### config.mk
export PLATFORM = sky130hd
export DESIGN_NAME = wdcr_top
export DESIGN_NICKNAME = d
export VERILOG_FILES = /design/src/hdl/wdcr_pkg.sv /design/src/hdl/wdcr_bus_if.sv /design/src/hdl/wdcr_pin_sync.sv /design/src/hdl/wdcr_top.sv
export SDC_FILE = /design/constraint.sdc
export NUM_CORES = 1
export LEC_CHECK = 0
export ABC_AREA = 1
export BUFFER_PORTS_ARGS = -buffer_cell sky130_fd_sc_hd__buf_2
export CAP_MARGIN = 10
export CORE_MARGIN = 2
export CORE_UTILIZATION = 45
export CTS_CLUSTER_SIZE = 40
export DETAILED_ROUTE_END_ITERATION = 6
export PLACE_DENSITY = 0.61
export SLEW_MARGIN = 40
export SYNTH_ARGS = -nofsm -noshare
export SYNTH_HDL_FRONTEND = slang
export SYNTH_SLANG_ARGS = --single-unit
### constraint.sdc
create_clock -name mclk -period 1.8 [get_ports mclk]
set_input_delay 0.36 -clock mclk [delete_from_list [all_inputs] [get_ports mclk]]
set_output_delay 0.36 -clock mclk [all_outputs]
set_load 0.02 [all_outputs]
### src/hdl/wdcr_pkg.sv
// Constants, register map and state encoding for the watchdog and charger register slice.
`default_nettype none
package wdcr_pkg;
	// ****************************************
	// Register offsets
	// ****************************************
	localparam logic [7:0] OFF_WD_CLEAR = 8'h0D;
	localparam logic [7:0] OFF_LOCK_EN = 8'h10;
	localparam logic [7:0] OFF_CHG_CUR = 8'h11;

	// ****************************************
	// Field positions
	// ****************************************
	localparam int WD_MSB = 2;
	localparam int KEY_MSB = 7;
	localparam int KEY_LSB = 3;
	localparam int NTC_BIT = 2;
	localparam int TMR_BIT = 1;
	localparam int EN_BIT = 0;
	localparam int ICHG_MSB = 5;

	// ****************************************
	// Codes and reset values
	// ****************************************
	localparam logic [2:0] WD_CODE = 3'h1;
	localparam logic [4:0] KEY_OPEN = 5'h15;
	localparam logic [4:0] KEY_DEF = 5'h00;
	localparam logic NTC_DEF = 1'b0;
	localparam logic TMR_DEF = 1'b1;
	localparam logic CHARGER_ON_DEF = 1'b1;
	localparam logic [5:0] ICHG_DEF = 6'h08;
	localparam logic [1:0] CUR_RSVD = 2'h0;
	localparam logic [7:0] READ_ZERO = 8'h00;
	localparam logic [3:0] BYTE_BITS = 4'h8;

	// ****************************************
	// Serial target states
	// ****************************************
	typedef enum logic [3:0] {
		ST_IDLE = 4'h0,
		ST_DEVADDR = 4'h1,
		ST_ACK_DEV = 4'h3,
		ST_REGPTR = 4'h2,
		ST_ACK_REG = 4'h6,
		ST_WRDATA = 4'h7,
		ST_ACK_WR = 4'h5,
		ST_RDDATA = 4'h4,
		ST_RD_ACK = 4'hC,
		ST_IGNORE = 4'hD
	} wdcr_state_t;
endpackage
`default_nettype wire

### src/hdl/wdcr_bus_if.sv
// Synchronised two-wire bus events passed from the pin stage to the register slice.
`default_nettype none
interface wdcr_bus_if;
	logic scl_rise;
	logic scl_fall;
	logic sda;
	logic start;
	logic stop;
	modport src (
		output scl_rise,
		output scl_fall,
		output sda,
		output start,
		output stop
	);
	modport dst (
		input scl_rise,
		input scl_fall,
		input sda,
		input start,
		input stop
	);
endinterface
`default_nettype wire

### src/hdl/wdcr_pin_sync.sv
// Two-flop synchronisers and edge, start and stop detection for the bus pins.
`default_nettype none
module wdcr_pin_sync (
	input wire logic mclk,
	input wire logic rst,
	input wire logic ce,
	input wire logic scl_i,
	input wire logic sda_i,
	wdcr_bus_if.src ev
);
	// Stage 0 is the metastable flop; only stage 1 reads it, detection uses stages 1 and 2.
	typedef struct packed {
		logic [2:0] scl;
		logic [2:0] sda;
	} wdcr_sync_t;

	wdcr_sync_t q;
	wdcr_sync_t d;

	always_comb begin
		d = q;
		if (ce) begin
			d.scl = {q.scl[1:0], scl_i};
			d.sda = {q.sda[1:0], sda_i};
		end
	end

	// An idle bus floats high, so the chain starts high to avoid a false start.
	always_ff @(posedge mclk or posedge rst) begin
		if (rst) begin
			q <= '1;
		end else begin
			q <= d;
		end
	end

	assign ev.scl_rise = q.scl[1] & ~q.scl[2];
	assign ev.scl_fall = ~q.scl[1] & q.scl[2];
	assign ev.sda = q.sda[1];
	assign ev.start = q.scl[1] & q.scl[2] & ~q.sda[1] & q.sda[2];
	assign ev.stop = q.scl[1] & q.scl[2] & q.sda[1] & ~q.sda[2];
endmodule
`default_nettype wire

### src/hdl/wdcr_top.sv
// Two-wire target with the watchdog clear, charger lock and fast-charge current registers.
`default_nettype none
// ****************************************
// Register slice
// ****************************************
// Operation
// Watchdog register write-only, clear field bits 2..0.
// Writing code 001 clears the watchdog.
// Any other code leaves the watchdog alone.
// Lock key bits 7..3, opens at 10101.
// Locked writes to protected register are dropped.
// Lock register always readable and writable.
// Bit 2 enables thermistor control, default 0.
// Bit 1 enables both charge timers, default 1.
// Bit 0 enables charger, default 1.
// Current register writable only with key open.
// Current code bits 5..0, default 001000.
// Watchdog register reads zero; clear is pulse.
module wdcr_top #(
	parameter logic [6:0] DEV_ADDR = 7'h2A,
	parameter logic CHARGER_ON_RST = wdcr_pkg::CHARGER_ON_DEF,
	parameter logic [5:0] ICHG_RST = wdcr_pkg::ICHG_DEF
) (
	input wire logic mclk,
	input wire logic rst,
	input wire logic ce,
	input wire logic scl_i,
	input wire logic sda_i,
	output logic sda_o,
	output logic sda_oe,
	output logic watchdog_clear,
	output logic thermistor_control_enable,
	output logic charge_timers_enable,
	output logic charger_enable,
	output logic [5:0] fast_charge_current_code
);
	// ****************************************
	// Parameter checks
	// ****************************************
	// The lowest eight target addresses are reserved on the bus and would never be answered.
	if (DEV_ADDR[6:3] == 4'h0) begin : g_bad_addr
		$error("DEV_ADDR falls in the reserved address range");
	end

	// ****************************************
	// State
	// ****************************************
	typedef struct packed {
		wdcr_pkg::wdcr_state_t st;
		logic [3:0] cnt;
		logic [7:0] sh;
		logic [7:0] tx;
		logic [7:0] ptr;
		logic rw;
		logic mack;
		logic oe;
		logic wd;
		logic [4:0] key;
		logic ntc;
		logic tmr;
		logic en;
		logic [5:0] ichg;
	} wdcr_regs_t;

	wdcr_regs_t q;
	wdcr_regs_t d;
	wdcr_bus_if ev ();
	logic [7:0] rd_byte;
	logic wr_fire;
	logic key_open;
	logic lock_wr;
	logic cur_wr;
	logic wd_hit;
	logic [4:0] wr_key;
	logic [2:0] wr_en3;
	logic [5:0] wr_code;

	wdcr_pin_sync u_sync (
		.mclk(mclk),
		.rst(rst),
		.ce(ce),
		.scl_i(scl_i),
		.sda_i(sda_i),
		.ev(ev)
	);

	// ****************************************
	// Register access decode
	// ****************************************
	// The watchdog register has no storage behind it, so it reads as zero.
	assign rd_byte = (q.ptr == wdcr_pkg::OFF_LOCK_EN) ? {q.key, q.ntc, q.tmr, q.en} :
		(q.ptr == wdcr_pkg::OFF_CHG_CUR) ? {wdcr_pkg::CUR_RSVD, q.ichg} :
		wdcr_pkg::READ_ZERO; // see R1

	assign wr_fire = ce & (q.st == wdcr_pkg::ST_WRDATA) & ev.scl_fall
		& (q.cnt == wdcr_pkg::BYTE_BITS);
	assign key_open = (q.key == wdcr_pkg::KEY_OPEN);
	assign lock_wr = wr_fire & (q.ptr == wdcr_pkg::OFF_LOCK_EN);
	assign cur_wr = wr_fire & (q.ptr == wdcr_pkg::OFF_CHG_CUR);
	assign wr_key = q.sh[wdcr_pkg::KEY_MSB:wdcr_pkg::KEY_LSB];
	assign wr_en3 = q.sh[wdcr_pkg::NTC_BIT:wdcr_pkg::EN_BIT];
	assign wr_code = q.sh[wdcr_pkg::ICHG_MSB:0];
	assign wd_hit = wr_fire & (q.ptr == wdcr_pkg::OFF_WD_CLEAR)
		& (q.sh[wdcr_pkg::WD_MSB:0] == wdcr_pkg::WD_CODE); // see R2

	// ****************************************
	// Next state
	// ****************************************
	always_comb begin
		d = q;
		if (ce) begin
			d.wd = wd_hit;
			if (ev.scl_rise) begin
				d.sh = {q.sh[6:0], ev.sda};
				if (q.cnt != wdcr_pkg::BYTE_BITS) begin
					d.cnt = q.cnt + 4'h1;
				end
				if (q.st == wdcr_pkg::ST_RD_ACK) begin
					d.mack = ~ev.sda;
				end
			end
			if (ev.scl_fall) begin
				case (q.st)
				wdcr_pkg::ST_DEVADDR: begin
					if (q.cnt == wdcr_pkg::BYTE_BITS) begin
						d.cnt = 4'h0;
						if (q.sh[7:1] == DEV_ADDR) begin
							d.st = wdcr_pkg::ST_ACK_DEV;
							d.oe = 1'b1;
							d.rw = q.sh[0];
						end else begin
							d.st = wdcr_pkg::ST_IGNORE;
						end
					end
				end
				wdcr_pkg::ST_ACK_DEV: begin
					d.cnt = 4'h0;
					if (q.rw) begin
						d.st = wdcr_pkg::ST_RDDATA;
						d.tx = rd_byte;
						d.oe = ~rd_byte[7];
						d.ptr = q.ptr + 8'h01;
					end else begin
						d.st = wdcr_pkg::ST_REGPTR;
						d.oe = 1'b0;
					end
				end
				wdcr_pkg::ST_REGPTR: begin
					if (q.cnt == wdcr_pkg::BYTE_BITS) begin
						d.cnt = 4'h0;
						d.ptr = q.sh;
						d.st = wdcr_pkg::ST_ACK_REG;
						d.oe = 1'b1;
					end
				end
				wdcr_pkg::ST_ACK_REG, wdcr_pkg::ST_ACK_WR: begin
					d.cnt = 4'h0;
					d.st = wdcr_pkg::ST_WRDATA;
					d.oe = 1'b0;
				end
				wdcr_pkg::ST_WRDATA: begin
					if (q.cnt == wdcr_pkg::BYTE_BITS) begin
						d.cnt = 4'h0;
						d.ptr = q.ptr + 8'h01;
						d.st = wdcr_pkg::ST_ACK_WR;
						d.oe = 1'b1;
					end
				end
				wdcr_pkg::ST_RDDATA: begin
					if (q.cnt == wdcr_pkg::BYTE_BITS) begin
						d.cnt = 4'h0;
						d.st = wdcr_pkg::ST_RD_ACK;
						d.oe = 1'b0;
					end else begin
						d.tx = {q.tx[6:0], 1'b0};
						d.oe = ~q.tx[6];
					end
				end
				wdcr_pkg::ST_RD_ACK: begin
					d.cnt = 4'h0;
					if (q.mack) begin
						d.st = wdcr_pkg::ST_RDDATA;
						d.tx = rd_byte;
						d.oe = ~rd_byte[7];
						d.ptr = q.ptr + 8'h01;
					end else begin
						d.st = wdcr_pkg::ST_IGNORE;
					end
				end
				default: begin
					d.st = q.st;
				end
				endcase
			end
			// Reserved bits of every register are dropped on write.
			if (lock_wr) begin
				d.key = wr_key; // see R4
				d.ntc = wr_en3[wdcr_pkg::NTC_BIT];
				d.tmr = wr_en3[wdcr_pkg::TMR_BIT];
				d.en = wr_en3[wdcr_pkg::EN_BIT];
			end
			// A closed key drops the write but the byte is still acknowledged.
			if (cur_wr && key_open) begin
				d.ichg = wr_code; // see R5 see R10
			end
			if (ev.start) begin
				d.st = wdcr_pkg::ST_DEVADDR;
				d.cnt = 4'h0;
				d.oe = 1'b0;
			end
			if (ev.stop) begin
				d.st = wdcr_pkg::ST_IDLE;
				d.oe = 1'b0;
			end
		end
	end

	// ****************************************
	// State register
	// ****************************************
	always_ff @(posedge mclk or posedge rst) begin
		if (rst) begin
			q.st <= wdcr_pkg::ST_IDLE;
			q.cnt <= 4'h0;
			q.sh <= 8'h00;
			q.tx <= 8'h00;
			q.ptr <= 8'h00;
			q.rw <= 1'b0;
			q.mack <= 1'b0;
			q.oe <= 1'b0;
			q.wd <= 1'b0;
			q.key <= wdcr_pkg::KEY_DEF;
			q.ntc <= wdcr_pkg::NTC_DEF;
			q.tmr <= wdcr_pkg::TMR_DEF;
			q.en <= CHARGER_ON_RST;
			q.ichg <= ICHG_RST;
		end else begin
			q <= d;
		end
	end

	// ****************************************
	// Outputs
	// ****************************************
	// Open-drain data line: only ever pulled low.
	assign sda_o = 1'b0;
	assign sda_oe = q.oe;
	assign watchdog_clear = q.wd;
	assign thermistor_control_enable = q.ntc;
	assign charge_timers_enable = q.tmr;
	assign charger_enable = q.en;
	assign fast_charge_current_code = q.ichg;
endmodule
`default_nettype wire

== Word-level counts from Yosys, hierarchy flattened ==
Cells that the tools add are included.
W data, S select, Z words.
Storage, ports and cells
  bits of input ports: 5
  output and inout port bits: 12
  logic and storage cells: 117
  bits in registers: 55
Operators by class
  add/sub/neg operators: 2
  muxes and demuxes: 33
  equality and inequality tests: 28
  bitwise operators: 20
  reductions and logical operators: 18
Operator list (count)
  $mux W8: 9
  $pmux W8 S4: 1
  $mux W15: 2
  $pmux W4 S7: 1
  $ne A4 B4 Y1 const B: 6
  $pmux W7 S3: 1
  $reduce_and A7 Y1: 3
  $pmux W4 S5: 1
  $eq A4 B3 Y1 const B: 4
  $eq A8 B5 Y1 const B: 2
  $mux W4: 4
  $and A1 B1 Y1: 14
  $mux W12: 1
  $mux W1: 9
  $reduce_bool A9 Y1: 1
  $add A8 B1 Y8 const B: 1
  $eq A4 B2 Y1 const B: 2
  $eq A4 B4 Y1 const B: 2
  $eq A8 B4 Y1 const B: 1
  $ne A2 B2 Y1 const B: 4
  $reduce_bool A8 Y1: 1
  $eq A7 B6 Y1 const B: 1
  $mux W7: 1
  $mux W6: 1
  19 further kinds: 28

== Logic depth before layout (Yosys ltp) ==
Gate-level depths: netlist of the first run.
  word-level depth: 9
  mapped depth: 12
  mapped depth without buffers: 11

== Cells and area by module ==
From an unflattened synthesis of the first run, not the netlist that was laid out.
Second synthesis, totals
  cell total of the unflattened synthesis: 445
  area, all modules: 3255.6 um2
By module, submodules not included
  wdcr_top: times used 1, sequential area each 1229.9 um2, cells an instance 408, area each 2981.6 um2
  wdcr_pin_sync: times used 1, sequential area each 157.7 um2, cells an instance 37, area each 274.0 um2

== Worst setup path after synthesis of the first run ==
OpenSTA, ideal clock, no wires.
  path type: register -> register
  from: register q[42] (netlist bit)
  to: register q, in the netlist thermistor_control_enable
  setup time: 118 ps
  path slack: 209 ps
  path buffers: 1
  required time: 1682 ps
  arrival: 1473 ps
  cell stages (with the launch flop): 11
  clock period less this slack: 1591 ps
  cells stage by stage: dfrtp_1 > inv_1 > ha_1 > nand3_2 > inv_1 > nand2_2 > nor2_4 > nand2_2 > buf_6 > nand2_1 > o21ai_2
On the way
  word-level cells in the longest chain between the ends: 4
RTL lines
  start, declared: line wdcr_top.sv:65  | wdcr_regs_t q;
  $eq A4 B4 Y1: line wdcr_top.sv:96  | & (q.cnt == wdcr_pkg::BYTE_BITS);
  $and A1 B1 Y1: line wdcr_top.sv:96
  $and A1 B1 Y1: line wdcr_top.sv:98  | assign lock_wr = wr_fire & (q.ptr == wdcr_pkg::OFF_LOCK_EN);
  $reduce_and A2 Y1 (no source line)
No other way between the ends.
A chain may end at the register's enable or synchronous reset.

== Worst setup path after layout of the first run ==
  from: register q[49] (netlist bit)
  to: register q[42] (netlist bit)
On the way
  word-level cells in the longest chain between the ends: 5
  elaborated cells on any way between the ends: 12
  those cells by class: eq/ne: 8; mux: 3; reduce/logical: 1
RTL lines
  $eq A4 B4 Y1, or another cell as far along: line wdcr_top.sv:123  | case (q.st)
  $reduce_or A4 Y1 (no source line)
  $pmux W4 S5 (*): line wdcr_top.sv:123
  $mux W8 (*): line wdcr_top.sv:122  | if (ev.scl_fall) begin
  $mux W8 (*): line wdcr_top.sv:206  | if (ev.start) begin
Mark *: on every way between the ends. The rest lies on a longest branch, timed or not. The select of a mux whose other input is x is not followed.

==> impl_metrics.tcl, run 1 <==
set metrics [dict create \
    cp-startpoint "q[49]$_DFFE_PP0P_" \
    coreArea_um2 7140 \
    synth_nets 459 \
    ir_drop_v 0.000411 \
    synth.area.top_cells "dfrtp_1 35%, nand2_1 17%, dfstp_2 7.2%, nor2_1 6.4%, inv_1 5.3%" \
    setup_viol 0 \
    critPathMaxStageDelay_ns 0.50 \
    ant_nets 0 \
    worstReg2RegEnd "q[42]$_DFFE_PP0P_" \
    max_freq_mhz 598 \
    globalplace.congestion 0.984 \
    synth_common_cells "152 x nand2_1, 56 x nor2_1, 46 x dfrtp_1, 46 x inv_1, 31 x o21ai_0" \
    grtUsageTotal_pct 19.6 \
    muxShareOfSynthArea_pct 0 \
    grt_pass1_wl_um 12300 \
    via_per_inst 4.92 \
    n_antenna_cell 0 \
    clock_sinks 55 \
    wl_met2_um 3150 \
    dr.pass1.iters 4 \
    grt_max_degree 25 \
    hold_violations 0 \
    port_buffers 15 \
    numCtsBuffers 5 \
    final_cell_area_um2 3620 \
    yosys_warnings 0 \
    synth-edff-count 0 \
    die_h_um 89.2 \
    die_width_um 89.2 \
    synth_top_family_by_area "simple AND/OR/NAND/NOR gates" \
    fin_util_pct 50.7 \
    met3_length_um 319 \
    path_max_fanout 9 \
    hpwl_um 5530 \
    grt-ovfl-total 0 \
    synth_top_area_cell "dfrtp_1" \
    final.setup_skew_ns 0.00878 \
    synthCells 449 \
    arrival_ns 1.86 \
    synthSimpleGateAreaFrac_pct 33.3 \
    powerDensity_nw_per_um2 797 \
    r2r_start "q[49]$_DFFE_PP0P_" \
    clock-root-buffer "clkbuf_8" \
    rsz0062_at_grt "false" \
    endpoint "q[42]$_DFFE_PP0P_" \
    avgSynthCellArea_um2 7.28 \
    fin_crit_sh_pct 92.8 \
    rows 31 \
    grt_pass1_vias 2523 \
    crit_path_end_kind "flop" \
    antenna_found_initial 0 \
    remaining_drc_errors 0 \
    nFillCells 723 \
    hp-class "in2async" \
    synth_top_area_share_pct 35.2 \
    multi_input_area_um2 1620 \
    drtIter0Drc 215 \
    r2r_cells 10 \
    floorplan.initialDensity_pct 45.8 \
    clk_pin_slew_ns 0.10 \
    fin_cells 568 \
    vias 2795 \
    regArea_um2 1390 \
    status "completed" \
    synthAdderAreaFrac_pct 1.91 \
    r2r_slack_ns 0.13 \
    ys.flop_type "dfrtp_1" \
    ys_seq_area_share_pct 42.4 \
    period_needed_ns 1.67 \
    cp-start-kind "flop" \
    synthDistinctLibCells 31 \
    highest_layer "met4" \
    required_ns 1.99 \
    syn-cell-area_um2 3270 \
    dpl.cell_count 557 \
    crit_slowest_cell "dfrtp_2" \
    htree_num_levels 2 \
    post_dp_cell_area_um2 3430 \
    die-area_um2 7960 \
    slew_violations 0 \
    clk-insertion-delay-late_ns 0.31 \
    pin_count 17 \
    crit_type "reg2reg" \
    leakage_nw 1.84 \
    drive_gt1_share_pct 19.2 \
    async_flop_share_pct 100 \
    wirelength_um 7310 \
    nNetsFinal 478 \
    synth-compound-area-share_pct 11.2 \
    max-cap-violations 0 \
    clock_path_buffers 2 \
    met1_length_um 3730 \
    yosysMostFrequentCell "nand2_1" \
    crit_chain "inv_2, nand2_4, nor2_1, buf_4, nand2_1, nand2_1, nor2_1, nand3_1, nand3_1, o21ai_0" \
    ys_seq_elements 55 \
    wl_per_cell_um 12.9 \
    synth_xor_area_share_pct 1.61 \
    cts_tree "built" \
    area_growth_pct 10.7 \
]
## routing by layer
| metal | track usage [%] | up-vias |
|---|---|---|
| met4 | 5.29 | 0 |
| li1 | - | 1452 |
| met2 | 28.7 | 62 |
| met3 | 3.60 | 9 |
| met1 | 29.7 | 1272 |
| met5 | 0 | - |
## timing repair
item	in CTS	in global routing
pin swaps	0	1
hold buffers	0	0
setup endpoints to repair	1	37
resized for setup	2	18
gates cloned	0	0
setup buffers	0	3
## registers in the layout, summed over array words and instances (netlist names)
name                       cells
charge_timers_enable           1
charger_enable                 1
fast_charge_current_code       6
q                             38
sda_oe                         1
thermistor_control_enable      1
u_sync.ev.sda                  1
u_sync.q                       5
watchdog_clear                 1
## layout make-up
class	instances	area share, %
Multi-Input combinational cell	328	44.7
Sequential cell	55	38.5
Inverter	50	5.26
Timing Repair Buffer	28	5.12
Tap cell	99	3.42
Clock buffer	6	2.01
Clock inverter	2	1.07
## cell usage in the layout, fill, tap and decap left out, types with 5 or more instances in the layout
master | Yosys | layout
a21oi_1 | 9 | 9
buf_2 | 1 | 15
buf_4 | 8 | 12
clkbuf_8 | 0 | 5
dfrtp_1 | 46 | 43
dfstp_2 | 9 | 9
inv_1 | 46 | 43
inv_2 | 4 | 6
nand2_1 | 152 | 150
nand2_2 | 5 | 6
nand3_1 | 21 | 21
nand4_1 | 7 | 7
nor2_1 | 56 | 53
nor2_4 | 4 | 5
o21ai_0 | 31 | 28
o21ai_2 | 11 | 12
xor2_1 | 5 | 5
## critical path: cells and delay by family (launching register included)
| family | cells | cell delay (ns) |
|---|---|---|
| AO/OA/AOI/OAI | 1 | 0.09 |
| AND/OR/NAND/NOR | 7 | 0.73 |
| buffers and inverters | 2 | 0.24 |
| flip-flops | 1 | 0.50 |
## kinds of logic after synthesis
| family | count (synthesis) |
|---|---|
| other | 1 |
| XOR/XNOR | 6 |
| buffers and inverters | 66 |
| flip-flops | 55 |
| AND/OR/NAND/NOR | 255 |
| adder cells (fa/ha/maj) | 5 |
| AO/OA/AOI/OAI | 61 |
## power breakdown
group	total [mW]	leakage, nW	internal, mW	switching [mW]
registers	1.52	0.659	1.37	0.142
logic	0.516	1.12	0.178	0.339
clock network	0.852	0.0558	0.422	0.430
total	2.88	1.84	1.97	0.911
## through the flow
step                      hold WS [ns]  total power [mW]   TNS, ns  worst slack (ns)
final                           0.0255              2.88         0             0.129
after CTS                       0.0373              2.85         0            0.0352
after detailed placement         0.379              1.99  -0.00114          -0.00114
after global routing            0.0470              3.05         0            0.0152
after floorplan                  0.442              1.82         0             0.112
after global placement           0.374              1.98         0            0.0783
## worst min-delay path by stage
stage / from / to / slack, ns / depth (start not counted)
global placement: rst / q[16]$_DFFE_PP0P_ / 0.37 / 2
finish: rst / q[16]$_DFFE_PP0P_ / 0.03 / 2
CTS: rst / q[16]$_DFFE_PP0P_ / 0.04 / 2
floorplan: u_sync.q[0]$_DFFE_PP1P_ / u_sync.q[0]$_DFFE_PP1P_ / 0.44 / 2
detailed placement: rst / q[16]$_DFFE_PP0P_ / 0.38 / 2
global route: rst / q[45]$_DFFE_PP0P_ / 0.05 / 2
No activity file was read; power rests on OpenSTA's default activity.
==> run 2, diff against run 1 <==
Settings changed: CORE_ASPECT_RATIO set to 0.5.
==> run 2 against run 1 <==
Compared with the run above: clock skew decreased by 0.0010 ns; utilization increased by 3.6 points; via count increased by 0.43%; combinational power about the same; register-to-register slack got worse by 0.04 ns; sequential share of layout area decreased by 1.1 points; critical endpoint is now q[13]$_DFFE_PP0P_.
==> impl_metrics.tcl, run 2 (synthesized netlist as in run 1, its figures left out) <==
set metrics [dict create \
    status "completed" \
    cp-start-kind "flop" \
    crit_family "simple AND/OR/NAND/NOR gates" \
    r2r_cells 9 \
    dpl.cell_count 555 \
    clk_pin_slew_ns 0.07 \
    pwr-share-seq_pct 48.2 \
    leakage_nw 1.89 \
    regArea_um2 1390 \
    cp.depth 9 \
    multi_input_area_um2 1650 \
    crit_slowest_cell "dfrtp_1" \
    slew_violations 0 \
    crit_type "reg2reg" \
    cp.buffers_inverters 2 \
    finalPower_mw 3.14 \
    clock_sinks 55 \
    powerDensity_nw_per_um2 843 \
    grt-ovfl-total 0 \
    pin_count 17 \
    clock-root-buffer "clkbuf_16" \
    hpwl_um 5660 \
    final.setup_skew_ns 0.00778 \
    crit_chain "inv_1, ha_2, nand3_4, inv_2, nand2_2, nor2_4, nand2_4, nand2_1, o21ai_2" \
    arrival_ns 1.90 \
    p_int_mw 2.21 \
    dr.pass1.iters 4 \
    setup_viol 0 \
    floorplan.initialDensity_pct 47.7 \
    clock_path_buffers 2 \
    required_ns 1.98 \
    die_width_um 125 \
    hold_violations 0 \
    p_sw_share_pct 29.6 \
    remaining_drc_errors 0 \
    globalplace.congestion 0.932 \
    drtIter0Drc 326 \
    period_needed_ns 1.71 \
    area_growth_pct 13.9 \
    numCtsBuffers 5 \
    port_buffers 15 \
    nFillCells 633 \
    slew_headroom_pct 62.9 \
    critPathMaxStageDelay_ns 0.40 \
    tightest_slew_ns 0.552 \
    worstReg2RegEnd "q[13]$_DFFE_PP0P_" \
    grtUsageTotal_pct 20.1 \
    pwr-share-clk_pct 35.3 \
    path_max_fanout 16 \
    cp-startpoint "q[43]$_DFFE_PP0P_" \
    rsz0062_at_grt "true" \
    ir_drop_v 0.000485 \
    nNetsFinal 482 \
    hold_buffers 0 \
    wirelength_um 7500 \
    coreArea_um2 6860 \
    r2r_slack_ns 0.09 \
    mostFrequentLayoutCell "nand2_1" \
    post_dp_cell_area_um2 3460 \
    cts_tree "built" \
    rows 21 \
    clk-insertion-delay-late_ns 0.30 \
    mostFrequentLayoutCells "150 x nand2_1, 53 x nor2_1, 45 x dfrtp_1" \
    setup_slack_ns 0.0868 \
    antenna_found_initial 0 \
    vias 2807 \
    preCtsSetupSlack_ns 0.0614 \
    crit_path_end_kind "flop" \
    max_freq_mhz 584 \
    n_antenna_cell 0 \
    die-area_um2 8000 \
    r2r_start "q[43]$_DFFE_PP0P_" \
    wl_per_cell_um 13.3 \
    via_per_inst 4.97 \
    fin_cells 565 \
    ant_nets 0 \
    grt_pass1_vias 2655 \
    top_register "q" \
    die_h_um 64.3 \
    largest_reg_flops 38 \
    htree_num_levels 2 \
    drive_gt1_share_pct 19.7 \
    fin_crit_sh_pct 95.2 \
    grt_pass1_wl_um 12800 \
    p_sw_mw 0.929 \
    max-cap-violations 0 \
    endpoint "q[13]$_DFFE_PP0P_" \
    grt_max_degree 29 \
    final_cell_area_um2 3720 \
    comb_power_share_pct 16.5 \
    hp-class "in2async" \
]
==> run 2: cell types whose count changed in the layout (fill, tap and decap cells not counted), moves of 2 or more <==
cell,previous run,this run
buf_4,12,15
clkbuf_16,0,5
clkbuf_8,5,0
dfrtp_1,43,45
dfrtp_2,3,1
o21ai_0,28,31
o21ai_1,4,2
==> run 2: layer usage <==
metal	GRT usage [%]	routed length, µm
met3	4.02	307
met2	30.1	3110
met1	30.0	4020
met5	0	0
met4	4.63	70
==> run 2: how the worst min path moves through the flow <==
| stage | start | end | slack (ns) | cells past startpoint |
|---|---|---|---|---|
| after global routing | rst | q[45]$_DFFE_PP0P_ | 0.07 | 2 |
| after CTS | rst | q[45]$_DFFE_PP0P_ | 0.05 | 2 |
| after global placement | rst | q[45]$_DFFE_PP0P_ | 0.37 | 2 |
| final | rst | q[45]$_DFFE_PP0P_ | 0.04 | 2 |
| after detailed placement | rst | q[45]$_DFFE_PP0P_ | 0.37 | 2 |
| after floorplan | u_sync.q[0]$_DFFE_PP1P_ | u_sync.q[0]$_DFFE_PP1P_ | 0.44 | 2 |
==> run 2: power by group through the flow <==
stage / Sequential, mW / Clock [mW] / Combinational [mW]
2_1_floorplan: 1.49 / 0 / 0.335
3_3_place_gp: 1.53 / 0 / 0.476
3_5_place_dp: 1.53 / 0 / 0.487
4_1_cts: 1.51 / 1.13 / 0.489
5_1_grt: 1.53 / 1.21 / 0.581
6_report: 1.51 / 1.11 / 0.517
==> run 2: timing repair <==
item                       4_1_cts  5_1_grt
buffers inserted                 0        1
resized for setup                0       20
hold endpoints to repair         0        0
setup endpoints to repair        0       36
==> run 2: final cells by class <==
type	count	share of cell area, %
Inverter	50	5.18
Sequential cell	55	37.3
Timing Repair Buffer	31	5.58
Clock buffer	6	3.46
Multi-Input combinational cell	329	44.4
Clock inverter	2	1.01
Tap cell	92	3.09
==> run 2: metrics by stage <==
step	hold WS [ns]	util [%]	TNS [ns]
2_1_floorplan	0.442	-	0
3_3_place_gp	0.369	50.5	0
3_5_place_dp	0.368	50.5	0
4_1_cts	0.0536	52.9	0
5_1_grt	0.0720	54.3	-0.0808
6_report	0.0425	54.3	0
==> run 3, diff against run 2 <==
Settings changed: RECOVER_POWER set to 100.
==> run 3 against run 2 <==
Compared with the run above: register-to-register slack about the same; final cell count stayed put; critical path depth unchanged; sequential power about the same; setup slack worse by 0.0075 ns; design area decreased by 0.97%; combinational power decreased by 2%; critical path type unchanged; critical endpoint unchanged; non-clock buffer count stayed put.
==> impl_metrics.tcl, run 3 (synthesized netlist as in run 1, its figures left out) <==
set metrics [dict create \
    ir_drop_v 0.000485 \
    dr.pass1.iters 4 \
    grt_max_degree 29 \
    leakage_nw 1.85 \
    p_int_mw 2.20 \
    wirelength_um 7520 \
    final_cell_area_um2 3690 \
    clock_sinks 55 \
    path_max_fanout 16 \
    vias 2826 \
    clock_path_buffers 2 \
    remaining_drc_errors 0 \
    grt-ovfl-total 0 \
    pwr-share-clk_pct 35.4 \
    crit_path_end_kind "flop" \
    globalplace.congestion 0.932 \
    fin_util_pct 53.7 \
    p_sw_share_pct 29.6 \
    hpwl_um 5660 \
    wl_per_cell_um 13.3 \
    hold_violations 0 \
    pwr-share-seq_pct 48.3 \
    drtIter0Drc 277 \
    post_dp_cell_area_um2 3460 \
    finalPower_mw 3.13 \
    mostFrequentLayoutCells "150 x nand2_1, 53 x nor2_1, 45 x dfrtp_1" \
    cts_tree "built" \
    preCtsSetupSlack_ns 0.0614 \
    powerDensity_nw_per_um2 849 \
    setup_viol 0 \
    max-cap-violations 0 \
    antenna_found_initial 0 \
    status "completed" \
    max_freq_mhz 581 \
    clk_pin_slew_ns 0.07 \
    die_width_um 125 \
    pin_count 17 \
    grtUsageTotal_pct 20.1 \
    clock-root-buffer "clkbuf_16" \
    via_per_inst 5.00 \
    cp-start-kind "flop" \
    comb_power_share_pct 16.2 \
    nNetsFinal 482 \
    slew_headroom_pct 52.5 \
    htree_num_levels 2 \
    holdWs_ns 0.145 \
    rows 21 \
    hp-class "in2async" \
    grt_pass1_wl_um 12800 \
    coreArea_um2 6860 \
    final.setup_skew_ns 0.00802 \
    tightest_slew_ns 0.713 \
    fin_crit_sh_pct 95.6 \
    crit_type "reg2reg" \
    drive_gt1_share_pct 16.7 \
    ant_nets 0 \
    die-area_um2 8000 \
    die_h_um 64.3 \
    required_ns 1.99 \
    mostFrequentLayoutCell "nand2_1" \
    setup_slack_ns 0.0792 \
    p_sw_mw 0.927 \
    floorplan.initialDensity_pct 47.7 \
    numCtsBuffers 5 \
    arrival_ns 1.91 \
    port_buffers 15 \
    rsz0062_at_grt "true" \
    clk-insertion-delay-late_ns 0.30 \
    n_antenna_cell 0 \
    top_register "q" \
    slew_violations 0 \
    grt_pass1_vias 2655 \
    area_growth_pct 12.7 \
    period_needed_ns 1.72 \
    r2r_cells 9 \
    largest_reg_flops 38 \
]
[run 3: layout make-up]
| type | count | area [µm²] |
|---|---|---|
| Inverter | 50 | 193 |
| Multi-Input combinational cell | 329 | 1650 |
| Clock buffer | 6 | 129 |
| Sequential cell | 55 | 1390 |
| Fill cell | 640 | 3170 |
| Tap cell | 92 | 115 |
| Clock inverter | 2 | 37.5 |
| Timing Repair Buffer | 31 | 171 |
[run 3: worst paths after layout]
check	slack [ns]	from	end
setup / recovery	0.08	q[43]$_DFFE_PP0P_	q[13]$_DFFE_PP0P_
hold / removal	0.15	rst	q[45]$_DFFE_PP0P_
setup reg to reg	0.08	q[43]$_DFFE_PP0P_	q[13]$_DFFE_PP0P_
hold reg to reg	0.46	u_sync.q[0]$_DFFE_PP1P_	u_sync.q[0]$_DFFE_PP1P_
max in group asynchronous	0.53	rst	q[26]$_DFFE_PP0P_
min in group mclk	0.26	scl_i	u_sync.q[3]$_DFFE_PP1P_
[run 3: worst max-delay path: stages (launching register included)]
cell and delay, ns:
dfrtp_1 0.39, inv_1 0.10, ha_2 0.21, nand3_4 0.11, inv_2 0.09, nand2_2 0.09
nor2_4 0.26, nand2_4 0.19, nand2_1 0.12, o21ai_2 0.05
[run 3: metal layers]
layer / up-vias / share of wire (%) / GRT usage (%)
li1: 1462 / - / -
met1: 1300 / 54 / 30.0
met2: 57 / 41 / 30.1
met3: 7 / 4.3 / 4.02
met4: 0 / 0.97 / 4.63
met5: - / 0 / 0
[run 3: through the flow]
stage,TNS [ns],instances
2_1_floorplan,0,449
3_3_place_gp,0,555
3_5_place_dp,0,555
4_1_cts,0,563
5_1_grt,-0.0807,565
6_report,0,565
[run 3: repair_timing]
item                                   in CTS  in global routing
buffers inserted                            0                  1
setup endpoints to repair                   0                 36
endpoints found under the hold margin       0                  0
resized for setup                           0                 20
hold buffers                                0                  0
[run 3: power by group through the flow]
stage          Clock, mW  Sequential, mW  Combinational (mW)
2_1_floorplan          0            1.49               0.335
3_3_place_gp           0            1.53               0.476
3_5_place_dp           0            1.53               0.487
4_1_cts             1.13            1.51               0.489
5_1_grt             1.21            1.53               0.574
6_report            1.11            1.51               0.508
